===== config.mk =====
export PLATFORM = sky130hd
export DESIGN_NAME = lpb_tracker
export DESIGN_NICKNAME = d
export VERILOG_FILES = /design/src/rtl/lpb_pkg.sv /design/src/rtl/lpb_bank.sv /design/src/rtl/lpb_wmask.sv /design/src/rtl/lpb_tracker.sv
export SDC_FILE = /design/constraint.sdc
export NUM_CORES = 1
export LEC_CHECK = 0
export ABC_CLOCK_PERIOD_IN_PS = 4700
export BUFFER_PORTS_ARGS = -buffer_cell sky130_fd_sc_hd__buf_2
export CAP_MARGIN = 20
export CORE_ASPECT_RATIO = 0.5
export CORE_MARGIN = 4
export CORE_UTILIZATION = 39
export CTS_CLUSTER_DIAMETER = 100
export DETAILED_ROUTE_END_ITERATION = 7
export SYNTH_ARGS = -nofsm -noshare
export SYNTH_HDL_FRONTEND = slang
export SYNTH_HIERARCHICAL = 1
export SYNTH_SLANG_ARGS = --single-unit
export TNS_END_PERCENT = 50

===== constraint.sdc =====
create_clock -name sys_clk -period 4.7 [get_ports sys_clk]
set_input_delay 0.235 -clock sys_clk [delete_from_list [all_inputs] [get_ports sys_clk]]
set_output_delay 0.235 -clock sys_clk [all_outputs]
set_load 0.005 [all_outputs]

===== src/rtl/lpb_pkg.sv =====
/*
 Shared constants, command and state types for the inter-bank command tracker.
 Assumes a 200 MHz system clock; delays are stored in ps and turned into cycles here.
*/
package lpb_pkg;

   localparam int NUM_BANKS = 4;
   localparam int CLK_PERIOD_PS = 5000;

   // Least times round up to whole cycles
   localparam int PRECHARGE_DELAY_PS = 18000;
   localparam int ACTIVATE_TO_COLUMN_DELAY_PS = 18000;
   localparam int ACTIVATE_TO_ACTIVATE_DELAY_PS = 10000;
   localparam int POWERDOWN_EXIT_DELAY_PS = 7500;
   localparam int SELF_REFRESH_EXIT_DELAY_PS = 100000;
   localparam int REFRESH_DELAY_PS = 90000;
   // Longest time rounds down
   localparam int AUTO_INIT_MAX_PS = 10000000;

   typedef logic [11:0] lpb_cnt_t;

   localparam lpb_cnt_t RP_CK =
      lpb_cnt_t'((PRECHARGE_DELAY_PS + CLK_PERIOD_PS - 1) / CLK_PERIOD_PS);
   localparam lpb_cnt_t RCD_CK =
      lpb_cnt_t'((ACTIVATE_TO_COLUMN_DELAY_PS + CLK_PERIOD_PS - 1) / CLK_PERIOD_PS);
   localparam lpb_cnt_t RRD_CK =
      lpb_cnt_t'((ACTIVATE_TO_ACTIVATE_DELAY_PS + CLK_PERIOD_PS - 1) / CLK_PERIOD_PS);
   localparam lpb_cnt_t PDX_CK =
      lpb_cnt_t'((POWERDOWN_EXIT_DELAY_PS + CLK_PERIOD_PS - 1) / CLK_PERIOD_PS);
   localparam lpb_cnt_t SRX_CK =
      lpb_cnt_t'((SELF_REFRESH_EXIT_DELAY_PS + CLK_PERIOD_PS - 1) / CLK_PERIOD_PS);
   localparam lpb_cnt_t REF_CK =
      lpb_cnt_t'((REFRESH_DELAY_PS + CLK_PERIOD_PS - 1) / CLK_PERIOD_PS);
   localparam lpb_cnt_t INIT_CK = lpb_cnt_t'(AUTO_INIT_MAX_PS / CLK_PERIOD_PS);
   localparam lpb_cnt_t MRR_CK = 12'h002;
   localparam lpb_cnt_t MRW_CK = 12'h005;
   localparam lpb_cnt_t BURST_CK = 12'h004;

   localparam logic [7:0] MR_RESET_ADDR = 8'h3F;

   typedef enum logic [3:0] {
      CMD_NOP, CMD_ACT, CMD_RD, CMD_WR, CMD_PRE, CMD_BST, CMD_MRR, CMD_MRW, CMD_REF
   } lpb_cmd_e;

   typedef enum logic [2:0] {
      BANK_IDLE, BANK_ACTIVATING, BANK_ACTIVE, BANK_READING, BANK_WRITING,
      BANK_RD_AP, BANK_WR_AP, BANK_PRECHARGING
   } lpb_bank_e;

   typedef enum logic [2:0] {
      BOP_NONE, BOP_ACT, BOP_RD, BOP_WR, BOP_PRE, BOP_STOP
   } lpb_bop_e;

   typedef enum logic [2:0] {
      MODE_POWER_ON, MODE_RESETTING, MODE_NORMAL, MODE_MRR_IDLE,
      MODE_MRR_ACTIVE, MODE_MRR_RESET, MODE_MRW, MODE_REFRESH
   } lpb_mode_e;

   typedef struct packed {
      lpb_cmd_e   op;
      logic [1:0] bank;
      logic       all_banks;
      logic       auto_precharge;
      logic [7:0] mr_addr;
   } lpb_cmd_s;

   typedef struct packed {
      logic [31:0] data;
      logic [3:0]  write_data_mask;
   } lpb_beat_s;

endpackage : lpb_pkg


===== src/rtl/lpb_bank.sv =====
/*
 One bank's state with its own delay timer.
 Assumes the caller only sends operations that are legal for this bank.
*/
`timescale 1ns/1ps
module lpb_bank (
   input  wire logic             sys_clk,
   input  wire logic             rst_n,
   input  wire lpb_pkg::lpb_bop_e op,
   input  wire logic             auto_precharge,
   output lpb_pkg::lpb_bank_e    state
);

   lpb_pkg::lpb_bank_e next_state;
   lpb_pkg::lpb_cnt_t  cnt;
   lpb_pkg::lpb_cnt_t  next_cnt;

   always_comb begin
      next_state = state;
      next_cnt = (cnt != 12'h000) ? cnt - 12'h001 : cnt;
      unique case (op)
         lpb_pkg::BOP_ACT: begin
            next_state = lpb_pkg::BANK_ACTIVATING;
            next_cnt = lpb_pkg::RCD_CK;
         end
         lpb_pkg::BOP_RD: begin
            next_state = auto_precharge ? lpb_pkg::BANK_RD_AP : lpb_pkg::BANK_READING; // RULE_04
            next_cnt = lpb_pkg::BURST_CK;
         end
         lpb_pkg::BOP_WR: begin
            next_state = auto_precharge ? lpb_pkg::BANK_WR_AP : lpb_pkg::BANK_WRITING; // RULE_04
            next_cnt = lpb_pkg::BURST_CK;
         end
         lpb_pkg::BOP_PRE: begin
            next_state = lpb_pkg::BANK_PRECHARGING; // RULE_04
            next_cnt = lpb_pkg::RP_CK;
         end
         lpb_pkg::BOP_STOP: begin
            // Cut bursts with auto precharge still close their row
            if (state == lpb_pkg::BANK_RD_AP || state == lpb_pkg::BANK_WR_AP) begin
               next_state = lpb_pkg::BANK_PRECHARGING;
               next_cnt = lpb_pkg::RP_CK;
            end else begin
               next_state = lpb_pkg::BANK_ACTIVE; // RULE_07
               next_cnt = 12'h000;
            end
         end
         lpb_pkg::BOP_NONE: begin
            if (cnt == 12'h001) begin // RULE_21
               unique case (state)
                  lpb_pkg::BANK_ACTIVATING,
                  lpb_pkg::BANK_READING,
                  lpb_pkg::BANK_WRITING:    next_state = lpb_pkg::BANK_ACTIVE;
                  lpb_pkg::BANK_RD_AP,
                  lpb_pkg::BANK_WR_AP: begin
                     next_state = lpb_pkg::BANK_PRECHARGING;
                     next_cnt = lpb_pkg::RP_CK;
                  end
                  lpb_pkg::BANK_PRECHARGING: next_state = lpb_pkg::BANK_IDLE;
                  lpb_pkg::BANK_IDLE,
                  lpb_pkg::BANK_ACTIVE:      next_state = state;
               endcase
            end
         end
      endcase
   end

   always_ff @(posedge sys_clk or negedge rst_n) begin
      if (!rst_n) begin
         state <= lpb_pkg::BANK_IDLE;
         cnt <= 12'h000;
      end else begin
         state <= next_state;
         cnt <= next_cnt;
      end
   end
endmodule : lpb_bank


===== src/rtl/lpb_wmask.sv =====
/*
 Write data path with per-byte mask.
 Assumes one beat per cycle, sampled with the command clock.
*/
`timescale 1ns/1ps
module lpb_wmask (
   input  wire logic              sys_clk,
   input  wire logic              rst_n,
   input  wire logic              beat_valid,
   input  wire lpb_pkg::lpb_beat_s beat,
   input  wire logic              accept,
   output logic [3:0]             byte_we,
   output logic [31:0]            wdata
);

   logic [3:0]  next_we;
   logic [31:0] next_wdata;

   for (genvar i = 0; i < 4; i++) begin : g_byte
      always_comb begin
         // A high mask bit makes the lane don't-care
         next_we[i] = beat_valid && accept && !beat.write_data_mask[i]; // RULE_18
         next_wdata[8*i +: 8] = next_we[i] ? beat.data[8*i +: 8] : wdata[8*i +: 8];
      end
   end

   always_ff @(posedge sys_clk or negedge rst_n) begin
      if (!rst_n) begin
         byte_we <= 4'h0;
         wdata <= 32'h00000000;
      end else begin
         byte_we <= next_we;
         wdata <= next_wdata;
      end
   end
endmodule : lpb_wmask


===== src/rtl/lpb_tracker.sv =====
/*
 Command tracker for a four-bank memory: bank states, device modes,
 legality of each command and the masked write data path.
 Assumes commands arrive already decoded, one per cycle, synchronous to sys_clk.
*/
`timescale 1ns/1ps

// What this block does
// RULE_01 - A NOP leaves every bank's state and operation untouched.
// RULE_02 - With bank n idle, bank m takes whatever its own state allows.
// RULE_03 - ACTIVATE opens bank m; activates are spaced by the activate delay.
// RULE_04 - READ/WRITE start a burst state; PRECHARGE enters Precharging.
// RULE_05 - A WRITE during a read burst needs burst end or terminate first.
// RULE_06 - A READ during a write burst needs burst end or terminate first.
// RULE_07 - Burst terminate only during a burst; the bank returns to Active.
// RULE_08 - Burst terminate must target the bank that holds the burst.
// RULE_09 - Refresh and mode-register write only with every bank idle.
// RULE_10 - Mode-register read allowed beside activating, precharging or active banks.
// RULE_11 - Only NOPs during a mode read; then back to idle or active.
// RULE_12 - Only NOPs during a mode write; then all banks idle.
// RULE_13 - Banks bursting with auto precharge should receive only NOPs; the code also accepts a burst terminate to them.
// RULE_14 - Other banks take valid commands during an auto precharge burst.
// RULE_15 - Reset from power-on starts auto-initialisation, all banks idle.
// RULE_16 - Reset is a mode-register write to a reserved address.
// RULE_17 - While resetting, a mode read enters resetting mode reading.
// RULE_18 - A low mask bit writes its byte; high inhibits it.
// RULE_19 - Commands act only with clock enable high twice and exit delay over.
// RULE_20 - Unlisted state and command pairs are illegal.
// RULE_21 - Idle after precharge delay; active after activate-to-column delay.
// RULE_22 - Precharge closes one bank or all, whatever the others do.
// RULE_23 - Any command not allowed by current states raises an error flag.
module lpb_tracker (
   input  wire logic              sys_clk,
   input  wire logic              rst_n,
   input  wire logic              cke,
   input  wire logic              sr_exit,
   input  wire lpb_pkg::lpb_cmd_s cmd,
   input  wire logic              wr_beat_valid,
   input  wire lpb_pkg::lpb_beat_s wr_beat,
   output lpb_pkg::lpb_bank_e     bank_state [lpb_pkg::NUM_BANKS],
   output lpb_pkg::lpb_mode_e     dev_mode,
   output logic                   cmd_illegal,
   output logic [3:0]             mem_byte_we,
   output logic [31:0]            mem_wdata
);

   // Clock enable history and exit delay
   logic              cke_prev;
   lpb_pkg::lpb_cnt_t exit_cnt;
   lpb_pkg::lpb_cnt_t next_exit_cnt;
   logic              cmd_live;

   always_comb begin
      next_exit_cnt = (exit_cnt != 12'h000) ? exit_cnt - 12'h001 : exit_cnt;
      if (cke && !cke_prev) begin
         next_exit_cnt = sr_exit ? lpb_pkg::SRX_CK : lpb_pkg::PDX_CK;
      end
   end

   always_ff @(posedge sys_clk or negedge rst_n) begin
      if (!rst_n) begin
         cke_prev <= 1'b0;
         exit_cnt <= 12'h000;
      end else begin
         cke_prev <= cke;
         exit_cnt <= next_exit_cnt;
      end
   end

   // Both edges high and no exit delay pending
   assign cmd_live = cke && cke_prev && (exit_cnt == 12'h000); // RULE_19

   // Summary of bank states
   logic       all_idle;
   logic       any_reading;
   logic       any_writing;
   logic       burst_any;
   logic [1:0] burst_bank;

   always_comb begin
      all_idle = 1'b1;
      any_reading = 1'b0;
      any_writing = 1'b0;
      burst_bank = 2'h0;
      for (int b = 0; b < lpb_pkg::NUM_BANKS; b++) begin
         if (bank_state[b] != lpb_pkg::BANK_IDLE) begin
            all_idle = 1'b0;
         end
         if (bank_state[b] == lpb_pkg::BANK_READING || bank_state[b] == lpb_pkg::BANK_RD_AP) begin
            any_reading = 1'b1;
            burst_bank = 2'(b);
         end
         if (bank_state[b] == lpb_pkg::BANK_WRITING || bank_state[b] == lpb_pkg::BANK_WR_AP) begin
            any_writing = 1'b1;
            burst_bank = 2'(b);
         end
      end
      burst_any = any_reading || any_writing;
   end

   // Command legality and dispatch
   lpb_pkg::lpb_bank_e tgt;
   lpb_pkg::lpb_bop_e  bop [lpb_pkg::NUM_BANKS];
   lpb_pkg::lpb_mode_e next_mode;
   lpb_pkg::lpb_cnt_t  mode_cnt;
   lpb_pkg::lpb_cnt_t  next_mode_cnt;
   lpb_pkg::lpb_cnt_t  rrd_cnt;
   lpb_pkg::lpb_cnt_t  next_rrd_cnt;
   logic               ok;
   logic               tgt_open;
   logic               tgt_pre_ok;
   logic               all_pre_ok;
   logic               next_illegal;

   always_comb begin
      tgt = bank_state[cmd.bank];
      tgt_open = (tgt == lpb_pkg::BANK_ACTIVE) || (tgt == lpb_pkg::BANK_READING)
                 || (tgt == lpb_pkg::BANK_WRITING);
      tgt_pre_ok = (tgt == lpb_pkg::BANK_IDLE) || (tgt == lpb_pkg::BANK_ACTIVE)
                   || (tgt == lpb_pkg::BANK_PRECHARGING);
      all_pre_ok = 1'b1;
      for (int b = 0; b < lpb_pkg::NUM_BANKS; b++) begin
         if (bank_state[b] != lpb_pkg::BANK_IDLE && bank_state[b] != lpb_pkg::BANK_ACTIVE
             && bank_state[b] != lpb_pkg::BANK_PRECHARGING) begin
            all_pre_ok = 1'b0;
         end
      end
   end

   always_comb begin
      ok = 1'b1;
      for (int b = 0; b < lpb_pkg::NUM_BANKS; b++) begin
         bop[b] = lpb_pkg::BOP_NONE; // RULE_01
      end
      next_mode = dev_mode;
      next_mode_cnt = (mode_cnt != 12'h000) ? mode_cnt - 12'h001 : mode_cnt;
      next_rrd_cnt = (rrd_cnt != 12'h000) ? rrd_cnt - 12'h001 : rrd_cnt;

      // Timed modes end by themselves
      if (mode_cnt == 12'h001) begin
         unique case (dev_mode)
            lpb_pkg::MODE_RESETTING,
            lpb_pkg::MODE_MRR_IDLE,
            lpb_pkg::MODE_MRR_RESET,
            lpb_pkg::MODE_MRR_ACTIVE,
            lpb_pkg::MODE_MRW,
            lpb_pkg::MODE_REFRESH:   next_mode = lpb_pkg::MODE_NORMAL; // RULE_11 RULE_12
            lpb_pkg::MODE_POWER_ON,
            lpb_pkg::MODE_NORMAL:    next_mode = dev_mode;
         endcase
      end

      if (cmd_live && cmd.op != lpb_pkg::CMD_NOP) begin
         unique case (dev_mode)
            lpb_pkg::MODE_POWER_ON: begin
               ok = (cmd.op == lpb_pkg::CMD_MRW) && (cmd.mr_addr == lpb_pkg::MR_RESET_ADDR); // RULE_15 RULE_16
               if (ok) begin
                  next_mode = lpb_pkg::MODE_RESETTING;
                  next_mode_cnt = lpb_pkg::INIT_CK;
               end
            end
            lpb_pkg::MODE_RESETTING: begin
               ok = (cmd.op == lpb_pkg::CMD_MRR); // RULE_17
               if (ok) begin
                  next_mode = lpb_pkg::MODE_MRR_RESET;
                  next_mode_cnt = lpb_pkg::MRR_CK;
               end
            end
            lpb_pkg::MODE_NORMAL: begin
               unique case (cmd.op)
                  lpb_pkg::CMD_ACT: begin
                     // A count of one left means the spacing is already met
                     ok = (tgt == lpb_pkg::BANK_IDLE) && (rrd_cnt <= 12'h001); // RULE_03
                     if (ok) begin
                        bop[cmd.bank] = lpb_pkg::BOP_ACT;
                        next_rrd_cnt = lpb_pkg::RRD_CK;
                     end
                  end
                  lpb_pkg::CMD_RD,
                  lpb_pkg::CMD_WR: begin
                     // Opposite-direction burst must be over or terminated first
                     ok = tgt_open && ((cmd.op == lpb_pkg::CMD_RD) ? !any_writing
                                                                    : !any_reading); // RULE_05 RULE_06
                     if (ok) begin
                        // A new burst elsewhere cuts the running one
                        if (burst_any && burst_bank != cmd.bank) begin
                           bop[burst_bank] = lpb_pkg::BOP_STOP; // RULE_14
                        end
                        bop[cmd.bank] = (cmd.op == lpb_pkg::CMD_RD) ? lpb_pkg::BOP_RD
                                                                     : lpb_pkg::BOP_WR; // RULE_04
                     end
                  end
                  lpb_pkg::CMD_PRE: begin
                     ok = cmd.all_banks ? all_pre_ok : tgt_pre_ok; // RULE_22
                     if (ok) begin
                        for (int b = 0; b < lpb_pkg::NUM_BANKS; b++) begin
                           if (cmd.all_banks || cmd.bank == 2'(b)) begin
                              bop[b] = lpb_pkg::BOP_PRE; // RULE_22
                           end
                        end
                     end
                  end
                  lpb_pkg::CMD_BST: begin
                     ok = burst_any && (cmd.bank == burst_bank); // RULE_07 RULE_08
                     if (ok) begin
                        bop[cmd.bank] = lpb_pkg::BOP_STOP;
                     end
                  end
                  lpb_pkg::CMD_MRR: begin
                     ok = !burst_any && (tgt_pre_ok || tgt == lpb_pkg::BANK_ACTIVATING); // RULE_10
                     if (ok) begin
                        next_mode = (tgt == lpb_pkg::BANK_ACTIVE) ? lpb_pkg::MODE_MRR_ACTIVE
                                                                  : lpb_pkg::MODE_MRR_IDLE;
                        next_mode_cnt = lpb_pkg::MRR_CK;
                     end
                  end
                  lpb_pkg::CMD_MRW: begin
                     ok = all_idle; // RULE_09
                     if (ok) begin
                        next_mode = (cmd.mr_addr == lpb_pkg::MR_RESET_ADDR)
                                    ? lpb_pkg::MODE_RESETTING : lpb_pkg::MODE_MRW; // RULE_16
                        next_mode_cnt = (cmd.mr_addr == lpb_pkg::MR_RESET_ADDR)
                                        ? lpb_pkg::INIT_CK : lpb_pkg::MRW_CK;
                     end
                  end
                  lpb_pkg::CMD_REF: begin
                     ok = all_idle; // RULE_09
                     if (ok) begin
                        next_mode = lpb_pkg::MODE_REFRESH;
                        next_mode_cnt = lpb_pkg::REF_CK;
                     end
                  end
                  lpb_pkg::CMD_NOP: ok = 1'b1;
                  default: ok = 1'b0; // RULE_20
               endcase
            end
            // Timed windows accept NOPs only
            lpb_pkg::MODE_MRR_IDLE,
            lpb_pkg::MODE_MRR_ACTIVE,
            lpb_pkg::MODE_MRR_RESET,
            lpb_pkg::MODE_MRW,
            lpb_pkg::MODE_REFRESH:    ok = 1'b0; // RULE_11 RULE_12
         endcase
      end

      // Non-NOP during the exit delay is also a violation
      next_illegal = (cmd.op != lpb_pkg::CMD_NOP) && cke && cke_prev
                     && ((exit_cnt != 12'h000) || !ok); // RULE_23
   end

   always_ff @(posedge sys_clk or negedge rst_n) begin
      if (!rst_n) begin
         dev_mode <= lpb_pkg::MODE_POWER_ON;
         mode_cnt <= 12'h000;
         rrd_cnt <= 12'h000;
         cmd_illegal <= 1'b0;
      end else begin
         dev_mode <= next_mode;
         mode_cnt <= next_mode_cnt;
         rrd_cnt <= next_rrd_cnt;
         cmd_illegal <= next_illegal;
      end
   end

   for (genvar b = 0; b < lpb_pkg::NUM_BANKS; b++) begin : g_bank
      lpb_bank u_bank (
         .sys_clk        (sys_clk),
         .rst_n          (rst_n),
         .op             (bop[b]),
         .auto_precharge (cmd.auto_precharge),
         .state          (bank_state[b])
      );
   end

   // Beats land only while a write burst runs
   lpb_wmask u_wmask (
      .sys_clk    (sys_clk),
      .rst_n      (rst_n),
      .beat_valid (wr_beat_valid),
      .beat       (wr_beat),
      .accept     (any_writing),
      .byte_we    (mem_byte_we),
      .wdata      (mem_wdata)
   );
endmodule : lpb_tracker


==> results of run 1 <==
[worst max-delay path, cell delays in order, from the launching register on]
cell       delay [ps]
dfrtp_1           570
nand2b_1          160
o2111ai_1         410
or2_2             440
a211o_1           380
nand3b_4          210
or4_1             450
a21oi_1           500
nor3_1            260
o31ai_2           160
mux2_2            370
[cell type report]
type | count | share of cell area
Sequential cell | 137 | 0.355
Tap cell | 273 | 0.0354
Inverter | 28 | 0.0109
Multi-Input combinational cell | 674 | 0.473
Timing Repair Buffer | 116 | 0.0631
Clock inverter | 13 | 0.0155
Clock buffer | 19 | 0.0469
[metal layers]
metal	up-vias	GRT usage	wire length [µm]
met4	0	0.0486	303
met3	23	0.0403	698
met2	118	0.273	9290
met1	3313	0.231	9330
li1	3390	-	-
met5	-	0	0
[cells in the final DEF (no fill, tap or decap), types with 6 or more instances in the layout]
cell       synthesis  layout
a31oi_1            6       6
nand3_1           23      23
buf_2              4     108
or4_1             16      16
nor4_1            24      24
nand2_1           69      69
clkbuf_16          0      17
nand2b_1           9       9
dfrtp_1          137     137
inv_1             28      28
nor3_1            33      33
ha_1              14      14
o22ai_1            8       8
or3_1             12      12
o21ai_0           34      34
nor2b_1            6       6
nand3b_1          14      14
xnor2_1           49      49
nor4_2             9       9
a211oi_1          18      18
nor2_1           112     112
clkinv_2           0       7
a311oi_1           9       9
mux2_2            45      45
xor2_1            18      18
a21oi_1           47      47
[cells in the mapped netlist, drive strengths merged (5+ instances only)]
cell type    n
a31oi        6
o21ai       34
nor3        33
a311oi       9
o31ai       12
or4         20
a211oi      18
buf          5
mux2        45
o22ai        8
nand3b      19
clkbuf      19
nor4        33
xor2        18
a21oi       47
nor2b        6
nor4b        6
xnor2       49
nand2b       9
dfrtp      137
nor3b        6
or3         12
ha          14
nand3       23
nor2       112
inv         28
nand2       69
o21a         5
[power groups by stage]
stage	clock network (µW)	registers [µW]	logic, µW
6_report	1380	1270	268
5_1_grt	1470	1280	314
4_1_cts	1410	1270	272
3_5_place_dp	0	1290	270
3_3_place_gp	0	1290	265
2_1_floorplan	0	1280	188
[logic make-up after synthesis]
logic type                 count (synthesis)  synth area share
and+or+nand+nor                          371             0.246
xor gates and xnor gates                  67            0.0715
adders and majority gates                 14            0.0213
DFF                                      137             0.418
buffers and inverters                     52            0.0255
muxes                                     51            0.0736
AOI/OAI and AO/OA                        171             0.144
[flip-flops by register name (all words and copies together), names as in the netlist]
signal,flops
cke_prev,1
u_wmask/byte_we,4
u_wmask/wdata,32
exit_cnt,12
g_bank.u_bank/state,12
cmd_illegal,1
g_bank.u_bank/cnt,48
rrd_cnt,12
dev_mode,3
mode_cnt,12
[what timing repair did]
item / 4_1_cts / 5_1_grt
hold endpoints to repair: 97 / 0
hold buffers: 2 / 0
setup buffers: 0 / 0
[through the flow]
| step | hold WS, ps | cells | total power [µW] | utilization |
|---|---|---|---|---|
| 2_1_floorplan | -60.6 | 863 | 1470 | - |
| 3_3_place_gp | 396 | 1225 | 1560 | 0.438 |
| 3_5_place_dp | 399 | 1226 | 1560 | 0.439 |
| 4_1_cts | 23.6 | 1260 | 2950 | 0.469 |
| 5_1_grt | 25.2 | 1260 | 3070 | 0.469 |
| 6_report | 39.5 | 1260 | 2920 | 0.469 |
[worst max path at each step]
stage / cells after the start / from / slack [ps] / end
after global routing: 11 / g_bank[0].u_bank/state[2]$_DFFE_PN0P_ / 410 / g_bank[3].u_bank/state[0]$_DFFE_PN0P_
final: 10 / g_bank[1].u_bank/state[2]$_DFFE_PN0P_ / 670 / g_bank[1].u_bank/state[1]$_DFFE_PN0P_
after global placement: 11 / g_bank[3].u_bank/state[0]$_DFFE_PN0P_ / 850 / g_bank[1].u_bank/state[0]$_DFFE_PN0P_
after detailed placement: 10 / g_bank[2].u_bank/state[2]$_DFFE_PN0P_ / 740 / g_bank[1].u_bank/state[1]$_DFFE_PN0P_
after floorplan: 13 / g_bank[1].u_bank/state[2]$_DFFE_PN0P_ / 1270 / g_bank[1].u_bank/state[0]$_DFFE_PN0P_
after CTS: 10 / g_bank[3].u_bank/state[0]$_DFFE_PN0P_ / 740 / g_bank[1].u_bank/state[1]$_DFFE_PN0P_
==> results.json, run 1 <==
{
  "clkLatencyLatePin_ps": 430,
  "seq_area_um2": 3430,
  "final_nets": 1045,
  "pin_count": 109,
  "rows": 37,
  "grt_pass1_wl_um": 33200,
  "netlist_area_um2": 8210,
  "place_area_um2": 9040,
  "nFillCells": 1934,
  "skew_ps": 7.41,
  "syn_avg_cell_area_um2": 9.51,
  "hold_violations": 0,
  "status": "completed",
  "ys_warn_count": 6,
  "multi_input_area_um2": 4570,
  "grt_max_degree": 98,
  "drv_cap": 0,
  "post-route-min-period_ps": 4030,
  "grt_util_all_layers": 0.170,
  "worstHoldPathType": "input port to flip-flop",
  "fin_tns_setup_ps": 0,
  "timing.fmax_ghz": 0.248,
  "grt_pass1_vias": 6631,
  "firstDrtPassIters": 5,
  "path_class": "flip-flop to flip-flop",
  "synthToLayoutAreaGrowth_pct": 17.7,
  "vias_per_cell": 5.43,
  "clkSinkCount": 137,
  "clock_path_buffers": 2,
  "antenna_found_initial": 0,
  "setup_ws_ps": 669,
  "cts_tree": "done",
  "synthArstFlopShare": 1.00,
  "internal_power_uw": 2200,
  "holdPathEnd": "u_wmask/wdata[14]$_DFFE_PN0P_",
  "die_width_um": 213,
  "syn_inst": 863,
  "syn_nets": 934,
  "arrival_ps": 4340,
  "synth_top_cell_area_share": 0.418,
  "period_share": 0.858,
  "cts_resized": 0,
  "placement.io_buffers": 108,
  "reg2reg_from": "g_bank[1].u_bank/state[2]$_DFFE_PN0P_",
  "synth-edff-count": 0,
  "rsz0062_at_grt": "false",
  "diodes": 0,
  "pwr_density_cell_nw_per_um2": 302,
  "synth_flop_cell": "dfrtp_1",
  "r2r_setup_slack_ps": 670,
  "cp-start-kind": "flip-flop",
  "critPathMaxFanout": 15,
  "core-area_um2": 20600,
  "place_congestion": 0.860,
  "synth.largest_area_cell": "dfrtp_1",
  "cp_data_required_time_ps": 5010,
  "die_h_um": 111,
  "grt_remaining_overflow": 0,
  "drc": 0,
  "min_path_cells": 2,
  "cts-root-buf": "clkbuf_16",
  "seq_power_share": 0.436,
  "endpoint_kind": "flip-flop",
  "ys_ff_latch": 137,
  "drive_above_1_share": 0.241,
  "cts_buffers": 17,
  "vias": 6844,
  "place_hpwl_um": 14300,
  "maxSlewViolCount": 0,
  "die_area_um2": 23600,
  "clk_pin_slew_ps": 60,
  "worstRegToRegCells": 10,
  "ir_drop_v": 0.000212,
  "swShare": 0.246,
  "hold_start": "wr_beat[18]",
  "p_clk_frac": 0.472,
  "h-tree-depth": 4,
  "yosysUniqueCellTypes": 63,
  "drtIter0Drc": 422,
  "pre_cts_ws_ps": 745,
  "slew-limit-headroom": 0.396,
  "stdcell_area_um2": 9660,
  "synth_area_leaders": "dfrtp_1 (42%), mux2_2 (6.2%), xnor2_1 (5.2%)",
  "p_switching_uw": 718,
  "worstMarginPinSlew_ps": 905,
  "power_frac_comb": 0.092,
  "wl_per_cell_um": 15.6,
  "drtAntennaViolNets": 0,
  "routed_wl_um": 19600,
  "initial_core_util": 0.398,
  "setup_violations": 0,
  "p_leak_uw": 0.00438,
  "synth-seq-area-share": 0.418,
  "reg2reg_to": "g_bank[1].u_bank/state[1]$_DFFE_PN0P_"
}
(Power assumes the default switching activity.)
==> run 2, diff against run 1 <==
PLACE_DENSITY_LB_ADDON = 0.08   (was default)
==> run 2 against run 1 <==
  * Register-to-register slack worse by 30 ps
  * Via count shrank 1.0%
  * Die area unchanged
  * Non-clock buffer count shrank 1
  * Flip-flop and latch count stayed put
  * Critical endpoint unchanged
  * Highest routed layer unchanged
==> results.json, run 2 (synthesized netlist as in run 1, its figures left out) <==
{
  "status": "completed",
  "final_cells": 1259,
  "cts_tree": "done",
  "timing.fmax_ghz": 0.246,
  "worstMarginPinSlew_ps": 912,
  "maxSlewViolCount": 0,
  "grt_max_degree": 97,
  "fin_tns_setup_ps": 0,
  "rsz0062_at_grt": "false",
  "slowest_delay_ps": 630,
  "clkSinkCount": 137,
  "antenna_found_initial": 0,
  "endpoint_kind": "flip-flop",
  "place_hpwl_um": 14400,
  "hold_violations": 0,
  "dp_cells": 1225,
  "fin_total_pwr_uw": 3140,
  "seq_area_um2": 3430,
  "final_common_cell": "dfrtp_1",
  "setup_violations": 0,
  "post-route-min-period_ps": 4070,
  "cts_resized": 0,
  "path_class": "flip-flop to flip-flop",
  "vias_per_cell": 5.38,
  "drive_above_1_share": 0.239,
  "p_clk_frac": 0.508,
  "grt_pass1_wl_um": 33900,
  "mostFrequentLayoutCells": "dfrtp_1 (137), nor2_1 (112), buf_2 (108), nand2_1 (69), xnor2_1 (49)",
  "min_path_cells": 2,
  "rows": 37,
  "cp_data_required_time_ps": 5030,
  "setup_ws_ps": 634,
  "multi_input_area_um2": 4570,
  "swShare": 0.236,
  "place_congestion": 0.871,
  "drc": 0,
  "wl_per_cell_um": 15.9,
  "grt_pass1_vias": 6489,
  "cp_cell_sequence": "inv_1 > ha_1 > nor4b_4 > nand4b_1 > or3_1 > or3_1 > nor3_1 > nor3_1 > o31ai_2 > mux2_2",
  "firstDrtPassIters": 5,
  "nFillCells": 1959,
  "seq_power_share": 0.406,
  "vias": 6773,
  "synthToLayoutAreaGrowth_pct": 18.7,
  "cp_slowest_cell": "nor3_1",
  "reg2reg_from": "exit_cnt[0]$_DFFE_PN0P_",
  "h-tree-depth": 4,
  "arrival_ps": 4390,
  "hold_start": "wr_beat[18]",
  "final_nets": 1044,
  "grt_util_all_layers": 0.176,
  "pre_cts_ws_ps": 686,
  "largest_register": "g_bank.u_bank/cnt",
  "power_frac_comb": 0.086,
  "routed_wl_um": 20000,
  "p_leak_uw": 0.00440,
  "holdPathEnd": "u_wmask/wdata[14]$_DFFE_PN0P_",
  "internal_power_uw": 2400,
  "skew_ps": 11.1,
  "p_switching_uw": 740,
  "clk_pin_slew_ps": 60,
  "diodes": 0,
  "worstHoldPathType": "input port to flip-flop",
  "largest_register_ffs": 48,
  "pin_count": 109,
  "core-area_um2": 20600,
  "stdcell_area_um2": 9750,
  "cts-root-buf": "clkbuf_16",
  "cts_buffers": 17,
  "pwr_density_cell_nw_per_um2": 322,
  "critPathMaxFanout": 11,
  "grt_remaining_overflow": 0,
  "placement.io_buffers": 108,
  "period_share": 0.865,
  "reg2reg_to": "g_bank[1].u_bank/state[1]$_DFFE_PN0P_",
  "worstRegToRegCells": 10,
  "drv_cap": 0,
  "die_width_um": 213,
  "initial_core_util": 0.398,
  "r2r_setup_slack_ps": 630,
  "drtIter0Drc": 498,
  "drtAntennaViolNets": 0,
  "slew-limit-headroom": 0.392,
  "clkLatencyLatePin_ps": 440,
  "ir_drop_v": 0.000169,
  "largest_registers": "g_bank.u_bank/cnt: 48 flops, u_wmask/wdata: 32 flops",
  "die_area_um2": 23600,
  "cp-start-kind": "flip-flop",
  "place_area_um2": 9030,
  "clock_path_buffers": 2,
  "die_h_um": 111
}
[run 2: cell types whose count changed in the layout (fill, tap and decap cells not counted)]
cell | previous run | this run
clkinv_2 | 7 | 0
bufinv_16 | 3 | 6
clkbuf_8 | 2 | 4
buf_4 | 5 | 4
clkbuf_1 | 0 | 1
clkinv_4 | 1 | 2
clkinvlp_4 | 1 | 2
inv_6 | 1 | 0
[run 2: critical path: cells and delay by family (launching register included)]
kind / cells / cell delay (ps)
AOI/OAI and AO/OA: 1 / 170
adders and majority gates: 1 / 210
buffers and inverters: 1 / 80
DFF: 1 / 390
muxes: 1 / 370
and+or+nand+nor: 6 / 2730
[run 2: final cells by class]
type                       instances  share of cell area
multi-input combinational        674               0.469
sequential                       137               0.352
timing repair buffer             115              0.0618
clock buffer                      22              0.0497
tap                              273              0.0350
clock inverter                    10              0.0218
inverter                          28              0.0108
[run 2: worst max path at each step]
stage / start / end / slack, ps / cells after the start
3_3_place_gp: exit_cnt[0]$_DFFE_PN0P_ / g_bank[3].u_bank/state[2]$_DFFE_PN0P_ / 890 / 10
5_1_grt: exit_cnt[0]$_DFFE_PN0P_ / g_bank[1].u_bank/state[1]$_DFFE_PN0P_ / 310 / 10
4_1_cts: exit_cnt[0]$_DFFE_PN0P_ / g_bank[1].u_bank/state[0]$_DFFE_PN0P_ / 670 / 10
3_5_place_dp: exit_cnt[0]$_DFFE_PN0P_ / g_bank[1].u_bank/state[0]$_DFFE_PN0P_ / 690 / 10
2_1_floorplan: g_bank[1].u_bank/state[2]$_DFFE_PN0P_ / g_bank[1].u_bank/state[0]$_DFFE_PN0P_ / 1270 / 13
6_report: exit_cnt[0]$_DFFE_PN0P_ / g_bank[1].u_bank/state[1]$_DFFE_PN0P_ / 630 / 10
[run 2: power groups by stage]
stage                     clock [µW]  combinational, µW  sequential, µW
final                           1590                271            1270
after global routing            1690                315            1280
after CTS                       1640                273            1270
after detailed placement           0                269            1290
after global placement             0                268            1290
after floorplan                    0                188            1280
[run 2: routing by layer]
metal / global-route usage / wire length (µm) / up-vias
met4: 0.0490 / 221 / 0
met1: 0.249 / 9890 / 3273
met3: 0.0477 / 802 / 15
met2: 0.267 / 9140 / 107
met5: 0 / 0 / -
li1: - / - / 3378
[run 2: what timing repair did]
item | in CTS | in global routing
hold buffers | 2 | 0
buffers inserted | 0 | 0
setup endpoints to repair | 0 | 0
endpoints found under the hold margin | 96 | 0
[run 2: stage by stage]
step / hold slack [ps] / util
final: 27.2 / 0.473
after detailed placement: 384 / 0.438
after CTS: 1.64 / 0.473
after global routing: 6.91 / 0.473
after global placement: 374 / 0.438
after floorplan: -60.6 / -
